## config.mk

```make
export PLATFORM = sky130hd
export DESIGN_NAME = csr_core_regs
export DESIGN_NICKNAME = d
export VERILOG_FILES = /design/src/csr_pkg.sv /design/src/csr_core_regs.sv
export SDC_FILE = /design/constraint.sdc
export NUM_CORES = 1
export LEC_CHECK = 0
export BUFFER_PORTS_ARGS = -buffer_cell sky130_fd_sc_hd__buf_2
export CAP_MARGIN = 20
export CORE_MARGIN = 10
export CORE_UTILIZATION = 25
export CTS_CLUSTER_DIAMETER = 100
export DETAILED_ROUTE_END_ITERATION = 6
export PLACE_DENSITY = 0.44
export SKIP_CTS_REPAIR_TIMING = 1
export SYNTH_ARGS = -nofsm -noshare
export SYNTH_HDL_FRONTEND = slang
export SYNTH_SLANG_ARGS = --single-unit
```

## constraint.sdc

```tcl
create_clock -name core_clk -period 5.35 [get_ports core_clk]
set_input_delay 0.2675 -clock core_clk [delete_from_list [all_inputs] [get_ports core_clk]]
set_output_delay 0.2675 -clock core_clk [all_outputs]
set_load 0.1 [all_outputs]
```

## src/csr_pkg.sv

```systemverilog
// Operation
// - Two 16-bit pointers, separately addressable bytes.
// - Select bit zero picks active pointer.
// - Pointer users see currently selected pointer.
// - Four banks of eight working registers.
// - Banks also reachable at 0xFF00-0xFF1F.
// - Status bits 4:3 hold the bank select field; working register addressing does not use them.
// - Status bit 7 is arithmetic carry/borrow.
// - Status bit 6 is nibble carry/borrow.
// - Status bit 2 is arithmetic overflow.
// - Status bit 0 tracks accumulator parity.
// - Status bits 5,1 are software-only flags.
// - Status word at 0xD0, bit addressable.
// - Accumulator is operand and register 0xE0.
// - B supplies multiply/divide second operand.
package csr_pkg;
  localparam logic [7:0] CSR_ADDR_PTR0_LO = 8'h82;
  localparam logic [7:0] CSR_ADDR_PTR0_HI = 8'h83;
  localparam logic [7:0] CSR_ADDR_PTR1_LO = 8'h84;
  localparam logic [7:0] CSR_ADDR_PTR1_HI = 8'h85;
  localparam logic [7:0] CSR_ADDR_SEL = 8'h92;
  localparam logic [7:0] CSR_ADDR_STAT = 8'hD0;
  localparam logic [7:0] CSR_ADDR_ACC = 8'hE0;
  localparam logic [7:0] CSR_ADDR_B = 8'hF0;
  localparam logic [15:0] CSR_XWIN_BASE = 16'hFF00;
  localparam logic [15:0] CSR_XWIN_LAST = 16'hFF1F;
  localparam logic [7:0] CSR_RST_BYTE = 8'h00;
  localparam int CSR_BIT_CARRY = 7;
  localparam int CSR_BIT_NIBBLE = 6;
  localparam int CSR_BIT_USER0 = 5;
  localparam int CSR_BIT_BANK_HI = 4;
  localparam int CSR_BIT_BANK_LO = 3;
  localparam int CSR_BIT_EXCESS = 2;
  localparam int CSR_BIT_USER1 = 1;
  localparam int CSR_BIT_P = 0;
  // Flags that arithmetic results may update.
  localparam logic [7:0] CSR_ARITH_MASK = 8'hC4;
endpackage

```

## src/csr_core_regs.sv

```systemverilog
`timescale 1ns/1ps
`default_nettype none
module csr_core_regs
  import csr_pkg::*;
(
  // Clock and reset.
  input wire logic core_clk,
  input wire logic rst,
  // Special-function byte access.
  input wire logic sfr_wr,
  input wire logic [7:0] sfr_addr,
  input wire logic [7:0] sfr_wdata,
  output logic [7:0] sfr_rdata,
  // Single-bit access to the status word.
  input wire logic stat_bit_wr,
  input wire logic [2:0] stat_bit_idx,
  input wire logic stat_bit_val,
  // Working register access from internal data space and external window.
  input wire logic wreg_wr,
  input wire logic wreg_xdata,
  input wire logic [15:0] wreg_addr,
  input wire logic [7:0] wreg_wdata,
  output logic [7:0] wreg_rdata,
  // Execution unit updates.
  input wire logic acc_wr,
  input wire logic [7:0] acc_wdata,
  input wire logic arith_wr,
  input wire logic carry_in,
  input wire logic nibble_in,
  input wire logic excess_in,
  input wire logic dptr_wr,
  input wire logic [15:0] dptr_wdata,
  // Views for the execution unit.
  output logic [15:0] active_dptr,
  output logic [7:0] acc_q,
  output logic [7:0] b_q,
  output logic [7:0] status_q
);

  // Pointer byte registers, one pair per pointer.
  logic [7:0] ptr0_lo_ff;
  logic [7:0] ptr0_hi_ff;
  logic [7:0] ptr1_lo_ff;
  logic [7:0] ptr1_hi_ff;
  // Pointer select, status bits 7:1, accumulator and B.
  logic sel_ff;
  logic [6:0] stat_ff;
  logic [7:0] acc_ff;
  logic [7:0] b_ff;
  // Working register storage for all four banks.
  logic [7:0] bank_mem [0:31];
  // Registered read ports and execution-unit views.
  logic [7:0] rd_ff;
  logic [7:0] wrd_ff;
  logic [15:0] dptr_out_ff;
  logic [7:0] stat_out_ff;

  // Byte-write decode is used for every register, so it lives in one function.
  function automatic logic sfr_write_hit(input logic we, input logic [7:0] a,
                                         input logic [7:0] target);
    return we && (a == target);
  endfunction

  // Software writes win over the execution unit in the same cycle.
  wire w_ptr0_lo = sfr_write_hit(sfr_wr, sfr_addr, CSR_ADDR_PTR0_LO);
  wire w_ptr0_hi = sfr_write_hit(sfr_wr, sfr_addr, CSR_ADDR_PTR0_HI);
  wire w_ptr1_lo = sfr_write_hit(sfr_wr, sfr_addr, CSR_ADDR_PTR1_LO);
  wire w_ptr1_hi = sfr_write_hit(sfr_wr, sfr_addr, CSR_ADDR_PTR1_HI);
  wire w_sel = sfr_write_hit(sfr_wr, sfr_addr, CSR_ADDR_SEL);
  wire w_stat = sfr_write_hit(sfr_wr, sfr_addr, CSR_ADDR_STAT);
  wire w_acc = sfr_write_hit(sfr_wr, sfr_addr, CSR_ADDR_ACC);
  wire w_b = sfr_write_hit(sfr_wr, sfr_addr, CSR_ADDR_B);

  // Addresses that answer a read; everything else reads as zero.
  wire sfr_mapped = (sfr_addr == CSR_ADDR_PTR0_LO) || (sfr_addr == CSR_ADDR_PTR0_HI) ||
                    (sfr_addr == CSR_ADDR_PTR1_LO) || (sfr_addr == CSR_ADDR_PTR1_HI) ||
                    (sfr_addr == CSR_ADDR_SEL) || (sfr_addr == CSR_ADDR_STAT) ||
                    (sfr_addr == CSR_ADDR_ACC) || (sfr_addr == CSR_ADDR_B);

  // Pointer bytes; a software byte write beats an execution-unit load.
  // Only the pointer that is active at load time takes the load.
  wire [7:0] nxt_ptr0_lo = w_ptr0_lo ? sfr_wdata :
                           (dptr_wr && !sel_ff) ? dptr_wdata[7:0] : ptr0_lo_ff;
  wire [7:0] nxt_ptr0_hi = w_ptr0_hi ? sfr_wdata :
                           (dptr_wr && !sel_ff) ? dptr_wdata[15:8] : ptr0_hi_ff;
  wire [7:0] nxt_ptr1_lo = w_ptr1_lo ? sfr_wdata :
                           (dptr_wr && sel_ff) ? dptr_wdata[7:0] : ptr1_lo_ff;
  wire [7:0] nxt_ptr1_hi = w_ptr1_hi ? sfr_wdata :
                           (dptr_wr && sel_ff) ? dptr_wdata[15:8] : ptr1_hi_ff;
  wire nxt_sel = w_sel ? sfr_wdata[0] : sel_ff;
  wire [7:0] nxt_acc = w_acc ? sfr_wdata : acc_wr ? acc_wdata : acc_ff;
  wire [7:0] nxt_b = w_b ? sfr_wdata : b_ff;

  // Status word without parity: stat_ff[6:0] holds bits 7:1.
  // Parity is never stored, so software can never make it disagree with the accumulator.
  wire [7:0] stat_full = {stat_ff, 1'b0};
  wire [7:0] arith_val = {carry_in, nibble_in, 3'b000, excess_in, 2'b00};
  wire [7:0] stat_arith = arith_wr ? ((stat_full & ~CSR_ARITH_MASK) | (arith_val & CSR_ARITH_MASK))
                                   : stat_full;
  wire [7:0] bit_mask = 8'h01 << stat_bit_idx;
  wire [7:0] stat_bitw = stat_bit_wr ? ((stat_arith & ~bit_mask) | ({8{stat_bit_val}} & bit_mask))
                                     : stat_arith;
  wire [7:0] nxt_stat = w_stat ? sfr_wdata : stat_bitw;

  // Parity tracks the accumulator value being loaded this cycle.
  wire nxt_par = ^nxt_acc;
  wire [1:0] nxt_bank = nxt_stat[CSR_BIT_BANK_HI:CSR_BIT_BANK_LO];

  // Working register address: direct 5-bit index for data space, window for external.
  wire x_hit = wreg_addr >= CSR_XWIN_BASE && wreg_addr <= CSR_XWIN_LAST;
  wire d_hit = wreg_addr[15:5] == 11'h000;
  wire wreg_hit = wreg_xdata ? x_hit : d_hit;
  wire [4:0] wreg_idx = wreg_addr[4:0];

  // Byte read mux for the special-function port.
  // It reads next values so a write and a read in one cycle return the new byte.
  logic [7:0] nxt_rd;
  always_comb
  begin
    case (sfr_addr)
      CSR_ADDR_PTR0_LO: nxt_rd = nxt_ptr0_lo;
      CSR_ADDR_PTR0_HI: nxt_rd = nxt_ptr0_hi;
      CSR_ADDR_PTR1_LO: nxt_rd = nxt_ptr1_lo;
      CSR_ADDR_PTR1_HI: nxt_rd = nxt_ptr1_hi;
      CSR_ADDR_SEL: nxt_rd = {7'h00, nxt_sel};
      CSR_ADDR_STAT: nxt_rd = {nxt_stat[7:5], nxt_bank, nxt_stat[2:1], nxt_par};
      CSR_ADDR_ACC: nxt_rd = nxt_acc;
      CSR_ADDR_B: nxt_rd = nxt_b;
      default: nxt_rd = 8'h00;
    endcase
  end

  // Register update.
  always_ff @(posedge core_clk)
  begin
    if (rst)
    begin
      ptr0_lo_ff <= CSR_RST_BYTE;
      ptr0_hi_ff <= CSR_RST_BYTE;
      ptr1_lo_ff <= CSR_RST_BYTE;
      ptr1_hi_ff <= CSR_RST_BYTE;
      sel_ff <= 1'b0;
      stat_ff <= 7'h00;
      acc_ff <= CSR_RST_BYTE;
      b_ff <= CSR_RST_BYTE;
      rd_ff <= CSR_RST_BYTE;
      dptr_out_ff <= 16'h0000;
      stat_out_ff <= 8'h00;
    end
    else
    begin
      ptr0_lo_ff <= nxt_ptr0_lo;
      ptr0_hi_ff <= nxt_ptr0_hi;
      ptr1_lo_ff <= nxt_ptr1_lo;
      ptr1_hi_ff <= nxt_ptr1_hi;
      sel_ff <= nxt_sel;
      stat_ff <= nxt_stat[7:1];
      acc_ff <= nxt_acc;
      b_ff <= nxt_b;
      rd_ff <= nxt_rd;
      dptr_out_ff <= nxt_sel ? {nxt_ptr1_hi, nxt_ptr1_lo} : {nxt_ptr0_hi, nxt_ptr0_lo};
      stat_out_ff <= {nxt_stat[7:5], nxt_bank, nxt_stat[2:1], nxt_par};
    end
  end

  // Bank storage; no reset, contents are undefined until written.
  always_ff @(posedge core_clk)
  begin
    if (wreg_wr && wreg_hit)
    begin
      bank_mem[wreg_idx] <= wreg_wdata;
    end
  end

  // Registered bank read; out-of-range addresses read zero.
  always_ff @(posedge core_clk)
  begin
    if (rst)
    begin
      wrd_ff <= 8'h00;
    end
    else
    begin
      wrd_ff <= wreg_hit ? bank_mem[wreg_idx] : 8'h00;
    end
  end

  assign sfr_rdata = rd_ff;
  assign wreg_rdata = wrd_ff;
  assign active_dptr = dptr_out_ff;
  assign acc_q = acc_ff;
  assign b_q = b_ff;
  assign status_q = stat_out_ff;

  // Parity output always matches the accumulator.
  property p_parity;
    @(posedge core_clk) disable iff (rst) status_q[CSR_BIT_P] == ^acc_q;
  endproperty
  a_parity: assert property (p_parity) else $error("parity mismatch");

  // Selecting a pointer switches the view on the next cycle.
  property p_sel;
    @(posedge core_clk) disable iff (rst)
      w_sel |=> active_dptr == ($past(sfr_wdata[0]) ? {ptr1_hi_ff, ptr1_lo_ff}
                                                    : {ptr0_hi_ff, ptr0_lo_ff});
  endproperty
  a_sel: assert property (p_sel) else $error("pointer select wrong");

  // Arithmetic results land in the flags unless software writes the word; a status bit write overrides only its own bit.
  property p_carry;
    @(posedge core_clk) disable iff (rst)
      (arith_wr && !w_stat && !stat_bit_wr) |=> status_q[CSR_BIT_CARRY] == $past(carry_in);
  endproperty
  a_carry: assert property (p_carry) else $error("carry flag wrong");

  property p_nibble;
    @(posedge core_clk) disable iff (rst)
      (arith_wr && !w_stat && !stat_bit_wr) |=> status_q[CSR_BIT_NIBBLE] == $past(nibble_in);
  endproperty
  a_nibble: assert property (p_nibble) else $error("nibble flag wrong");

  property p_excess;
    @(posedge core_clk) disable iff (rst)
      (arith_wr && !w_stat && !stat_bit_wr) |=> status_q[CSR_BIT_EXCESS] == $past(excess_in);
  endproperty
  a_excess: assert property (p_excess) else $error("overflow flag wrong");

  // Hardware never touches the two user flags.
  property p_user;
    @(posedge core_clk) disable iff (rst)
      (!w_stat && !stat_bit_wr) |=> $stable({status_q[CSR_BIT_USER0], status_q[CSR_BIT_USER1]});
  endproperty
  a_user: assert property (p_user) else $error("user flag changed by hardware");

  property p_statw;
    @(posedge core_clk) disable iff (rst)
      w_stat |=> status_q[7:1] == $past(sfr_wdata[7:1]);
  endproperty
  a_statw: assert property (p_statw) else $error("status write lost");

  property p_bitw;
    @(posedge core_clk) disable iff (rst)
      (stat_bit_wr && !w_stat && stat_bit_idx != 3'd0) |=>
        status_q[$past(stat_bit_idx)] == $past(stat_bit_val);
  endproperty
  a_bitw: assert property (p_bitw) else $error("status bit write lost");

  // Without a load from either side the accumulator holds its value.
  property p_accw;
    @(posedge core_clk) disable iff (rst)
      (!w_acc && !acc_wr) |=> $stable(acc_q);
  endproperty
  a_accw: assert property (p_accw) else $error("accumulator changed unasked");

  property p_acc;
    @(posedge core_clk) disable iff (rst) w_acc |=> acc_q == $past(sfr_wdata);
  endproperty
  a_acc: assert property (p_acc) else $error("accumulator write lost");

  property p_bank;
    @(posedge core_clk) disable iff (rst)
      (wreg_wr && wreg_xdata && x_hit) ##1 (!wreg_wr && wreg_xdata && wreg_addr == $past(wreg_addr))
        |=> wreg_rdata == $past(wreg_wdata, 2);
  endproperty
  a_bank: assert property (p_bank) else $error("window read mismatch");

  property p_b;
    @(posedge core_clk) disable iff (rst) w_b |=> b_q == $past(sfr_wdata);
  endproperty
  a_b: assert property (p_b) else $error("B write lost");

  // B is plain scratch storage: it only changes on its own write.
  property p_b_hold;
    @(posedge core_clk) disable iff (rst)
      !w_b |=> $stable(b_q);
  endproperty
  a_b_hold: assert property (p_b_hold) else $error("B changed unasked");

  // Every view comes out of reset at zero.
  property p_rst;
    @(posedge core_clk)
      rst |=> (active_dptr == 16'h0000 && acc_q == CSR_RST_BYTE &&
               b_q == CSR_RST_BYTE && status_q == CSR_RST_BYTE);
  endproperty
  a_rst: assert property (p_rst) else $error("reset value wrong");

  // A status write sets the bank select field directly.
  property p_bank_sel;
    @(posedge core_clk) disable iff (rst)
      w_stat |=> status_q[CSR_BIT_BANK_HI:CSR_BIT_BANK_LO] == $past(sfr_wdata[4:3]);
  endproperty
  a_bank_sel: assert property (p_bank_sel) else $error("bank select wrong");

  // With no load of any kind the active pointer view stays put.
  property p_ptr_hold;
    @(posedge core_clk) disable iff (rst)
      (!dptr_wr && !sfr_wr) |=> $stable(active_dptr);
  endproperty
  a_ptr_hold: assert property (p_ptr_hold) else $error("pointer changed unasked");

  // An execution-unit pointer load shows up in the active pointer.
  property p_dptr_upd;
    @(posedge core_clk) disable iff (rst)
      (dptr_wr && !sfr_wr) |=> active_dptr == $past(dptr_wdata);
  endproperty
  a_dptr_upd: assert property (p_dptr_upd) else $error("pointer load lost");

  // The select bit only moves on its own write.
  property p_sel_hold;
    @(posedge core_clk) disable iff (rst)
      !w_sel |=> $stable(sel_ff);
  endproperty
  a_sel_hold: assert property (p_sel_hold) else $error("select changed unasked");

  // Unmapped byte addresses read as zero.
  property p_unmapped;
    @(posedge core_clk) disable iff (rst)
      !sfr_mapped |=> sfr_rdata == 8'h00;
  endproperty
  a_unmapped: assert property (p_unmapped) else $error("unmapped read not zero");

  // External addresses outside the window read zero.
  property p_xwin;
    @(posedge core_clk) disable iff (rst)
      (wreg_xdata && !x_hit) |=> wreg_rdata == 8'h00;
  endproperty
  a_xwin: assert property (p_xwin) else $error("window miss not zero");

  // Data-space addresses above the four banks read zero.
  property p_dwin;
    @(posedge core_clk) disable iff (rst)
      (!wreg_xdata && !d_hit) |=> wreg_rdata == 8'h00;
  endproperty
  a_dwin: assert property (p_dwin) else $error("bank miss not zero");

endmodule // csr_core_regs
`default_nettype wire

```

==> impl_metrics.csv <==
group,metric,value,unit
outcome,status,"finished clean",
timing,hold_viol,0,
routing,vias,9072,
synthesis,yosysUniqueCellTypes,60,
synthesis,ys_ff_latch,345,
global_routing,grt_pass1_wl,62800,um
global_routing,grt.total_usage,12.3,%
routing,antenna_left,0,
power,p_switching,1.47,mW
routing,vias_per_cell,4.71,
layout,fillerInstances,5849,
layout,drive_gt1_share,25.0,%
power,irDropWorstVdd,0.000199,V
critical_path,crit_chain,"nand2_1 -> mux2i_1 -> a21oi_1 -> o31ai_1 -> nand2_1 -> and3_1",
timing,period_needed,2.58,ns
critical_path,worstSetupStartpointType,"flip-flop",
critical_path,reg2reg_slack,2.77,ns
synthesis,synth-xor-area-share,1.02,%
place,dp_hpwl,29200,um
clock_tree,cts_tree,"built",
routing,dr.pass1.iters,5,
floorplan,fp-row-count,88,
clock_tree,clockBufferDepth,3,
critical_path,end_kind,"flip-flop",
critical_path,worstReg2RegStart,"sel_ff",
critical_path,cpPeakStageDelay,0.69,ns
worst_hold_path,worstHoldStart,"sfr_wdata[2]",
worst_hold_path,worst_hold_path_type,"input pin to flip-flop",
synthesis,synthesis.nets,1101,
routing,drt_wl_total,43000,um
power,p_per_area,348,mW/mm2
critical_path,cp_common_cell,"nand2_1",
layout,fin_area,0.0172,mm2
floorplan,die_width,262,um
clock_tree,path_clk_slew,0.06,ns
timing,drv_slew,0,
clock_tree,root_buffer,"clkbuf_16",
timing,worstMarginPinSlew,1.04,ns
layout,multi_input_area,0.00476,mm2
synthesis,synth_edf_count,256,
clock_tree,cts.htree.levels,2,
power,p_comb_share,8.4,%
layout,final_common_cell,"edfxtp_1",
place,place_congestion,0.879,
synthesis,muxShareOfSynthArea,15.9,%
synthesis,async_flop_share,0,%
layout,n_antenna_cell,0,
critical_path,required,5.78,ns
clock_tree,cts-buffers-inserted,40,
floorplan,fp.coreArea,0.0578,mm2
clock_tree,clkSinkCount,345,
global_routing,grt_max_degree,50,
clock_tree,insertion_delay,0.56,ns
global_routing,antenna_found_initial,6,
critical_path,path_class,"flip-flop to flip-flop",
timing,period_share,48.3,%
synthesis,synthAdderAreaFrac,0,%
synthesis,synth_compound_area_share,7.32,%
power,power.internal,4.53,mW
critical_path,worstPathArrival,3.02,ns
layout,nNetsFinal,1215,
synthesis,syn_area,0.0146,mm2
floorplan,ios,136,
critical_path,crit_fanout,17,
power,power_frac_clock,43.2,%
routing,drt-initial-drc-count,667,
synthesis,synth_top_flop_cell,"edfxtp_1",
layout,final_cell_mix,"edfxtp_1 (256), buf_2 (135), nor2_1 (123)",
floorplan,initial_core_util,25.3,%
synthesis,yosys_warnings,0,
place,port_buffers,135,
layout,syn_to_final_growth,17.9,%
synthesis,syn_inst,1021,
timing,fin_skew,0.0163,ns
global_routing,overflow,0,
global_routing,grt_pass1_vias,9369,
timing,holdWs,0.164,ns
place,place_area,0.0160,mm2
timing,fin_tns_setup,0,ns
power,p_sw_share,24.6,%
timing,rsz0062_at_grt,"false",
routing,route.detailed.drc,0,
synthesis,synth.yosys.seq_area_share,64.8,%
run,cap_violations,0,
synthesis,synth_top_family_by_area,"multiplexers",
timing,fmax,387,MHz
power,p_leak,6.24,nW
synthesis,yosys.area_share.simple,8.26,%
synthesis,syn_avg_cell_area,14.3,um2
timing,slew_headroom,30.4,%
critical_path,crit_start,"sel_ff",
power,power_frac_seq,48.4,%
critical_path,slowest_stage,"nand2_1",
floorplan,die_h,262,um
layout,final-seq-area,0.00947,mm2
routing,wire_per_inst,22.3,um
timing,setup_viol,0,
floorplan,die_area,0.0685,mm2
==> sequential cells by signal, summed over array words and instances, names as in the netlist <==
name and flops:
bank_mem 256, active_dptr 16, acc_q 8, b_q 8, ptr0_hi_ff 8, ptr0_lo_ff 8, ptr1_hi_ff 8, ptr1_lo_ff 8
sfr_rdata 8, wreg_rdata 8, stat_ff 7, sel_ff 1, status_q 1
==> Yosys cell counts (3+ instances only) <==
master	n	area, um2
nand2b_1	5	31.3
o21a_1	4	30.0
o211ai_1	4	30.0
nand2_1	62	233
edfxtp_1	256	7690
o21ai_0	43	215
inv_1	21	78.8
dfxtp_1	89	1780
a21o_1	3	22.5
mux2_2	11	124
and2_1	6	37.5
mux2_4	9	135
nand4b_1	4	35.0
and3_1	6	37.5
nand3b_1	3	22.5
nand4_1	6	37.5
buf_2	21	105
a21oi_1	20	100
mux2i_1	60	601
nor3_1	9	45.0
a22oi_1	16	120
buf_1	6	22.5
nor2_1	123	462
a221oi_1	9	78.8
o22ai_1	14	87.6
nand3_1	14	70.1
a211oi_1	19	143
xnor2_1	12	105
a31oi_1	12	75.1
xor2_1	5	43.8
nor4bb_1	3	30.0
clkbuf_1	41	154
o221ai_1	5	43.8
nor2b_1	5	31.3
mux4_2	64	1440
==> logic make-up after synthesis <==
group / count (synthesis)
flip-flops: 345
AND/OR/NAND/NOR: 260
AO/OA/AOI/OAI: 163
multiplexers: 145
buffers and inverters: 91
XOR/XNOR: 17
==> worst paths after layout <==
check / endpoint / cells past startpoint
setup / recovery: sfr_rdata[5] / 6
hold / removal: acc_q[2] / 3
setup reg to reg: sfr_rdata[5] / 6
hold reg to reg: b_q[6] / 2
==> power groups by stage <==
stage               Combinational (mW)  Sequential [mW]  Clock [mW]
finish                           0.504             2.90        2.59
floorplan                        0.224             3.07           0
global route                     0.541             2.90        2.76
global placement                 0.509             2.96           0
detailed placement               0.510             2.96           0
CTS                              0.511             2.90        2.66
==> worst max-delay path: cells and delay by family (launching register included) <==
| kind | cells | cell delay [ns] |
|---|---|---|
| AND/OR/NAND/NOR | 3 | 0.98 |
| multiplexers | 1 | 0.58 |
| flip-flops | 1 | 0.52 |
| AO/OA/AOI/OAI | 2 | 0.38 |
==> metal layers <==
metal	vias up	routed length (um)	track usage, %
met4	4	1230	4.21
met5	-	26	0
met3	79	2880	3.28
li1	4141	-	-
met2	284	19900	19.6
met1	4564	19000	15.9
==> through the flow <==
step           setup slack, ns  util, %  power [mW]  std cells
3_3_place_gp              2.34     27.7        3.47       1857
5_1_grt                   2.58     29.8        6.21       1928
6_report                  2.77     29.8        6.00       1928
3_5_place_dp              2.31     27.7        3.47       1858
4_1_cts                   2.73     29.8        6.07       1928
2_1_floorplan             3.13        -        3.29       1021
==> layout make-up <==
type	instances	area share (%)
clock buffer	49	6.24
timing repair buffer	142	4.23
inverter	21	0.457
tap	765	5.55
clock inverter	21	0.951
sequential	345	55.0
multi-input combinational	585	27.6
Note: power is estimated with default switching activity, not from simulation.
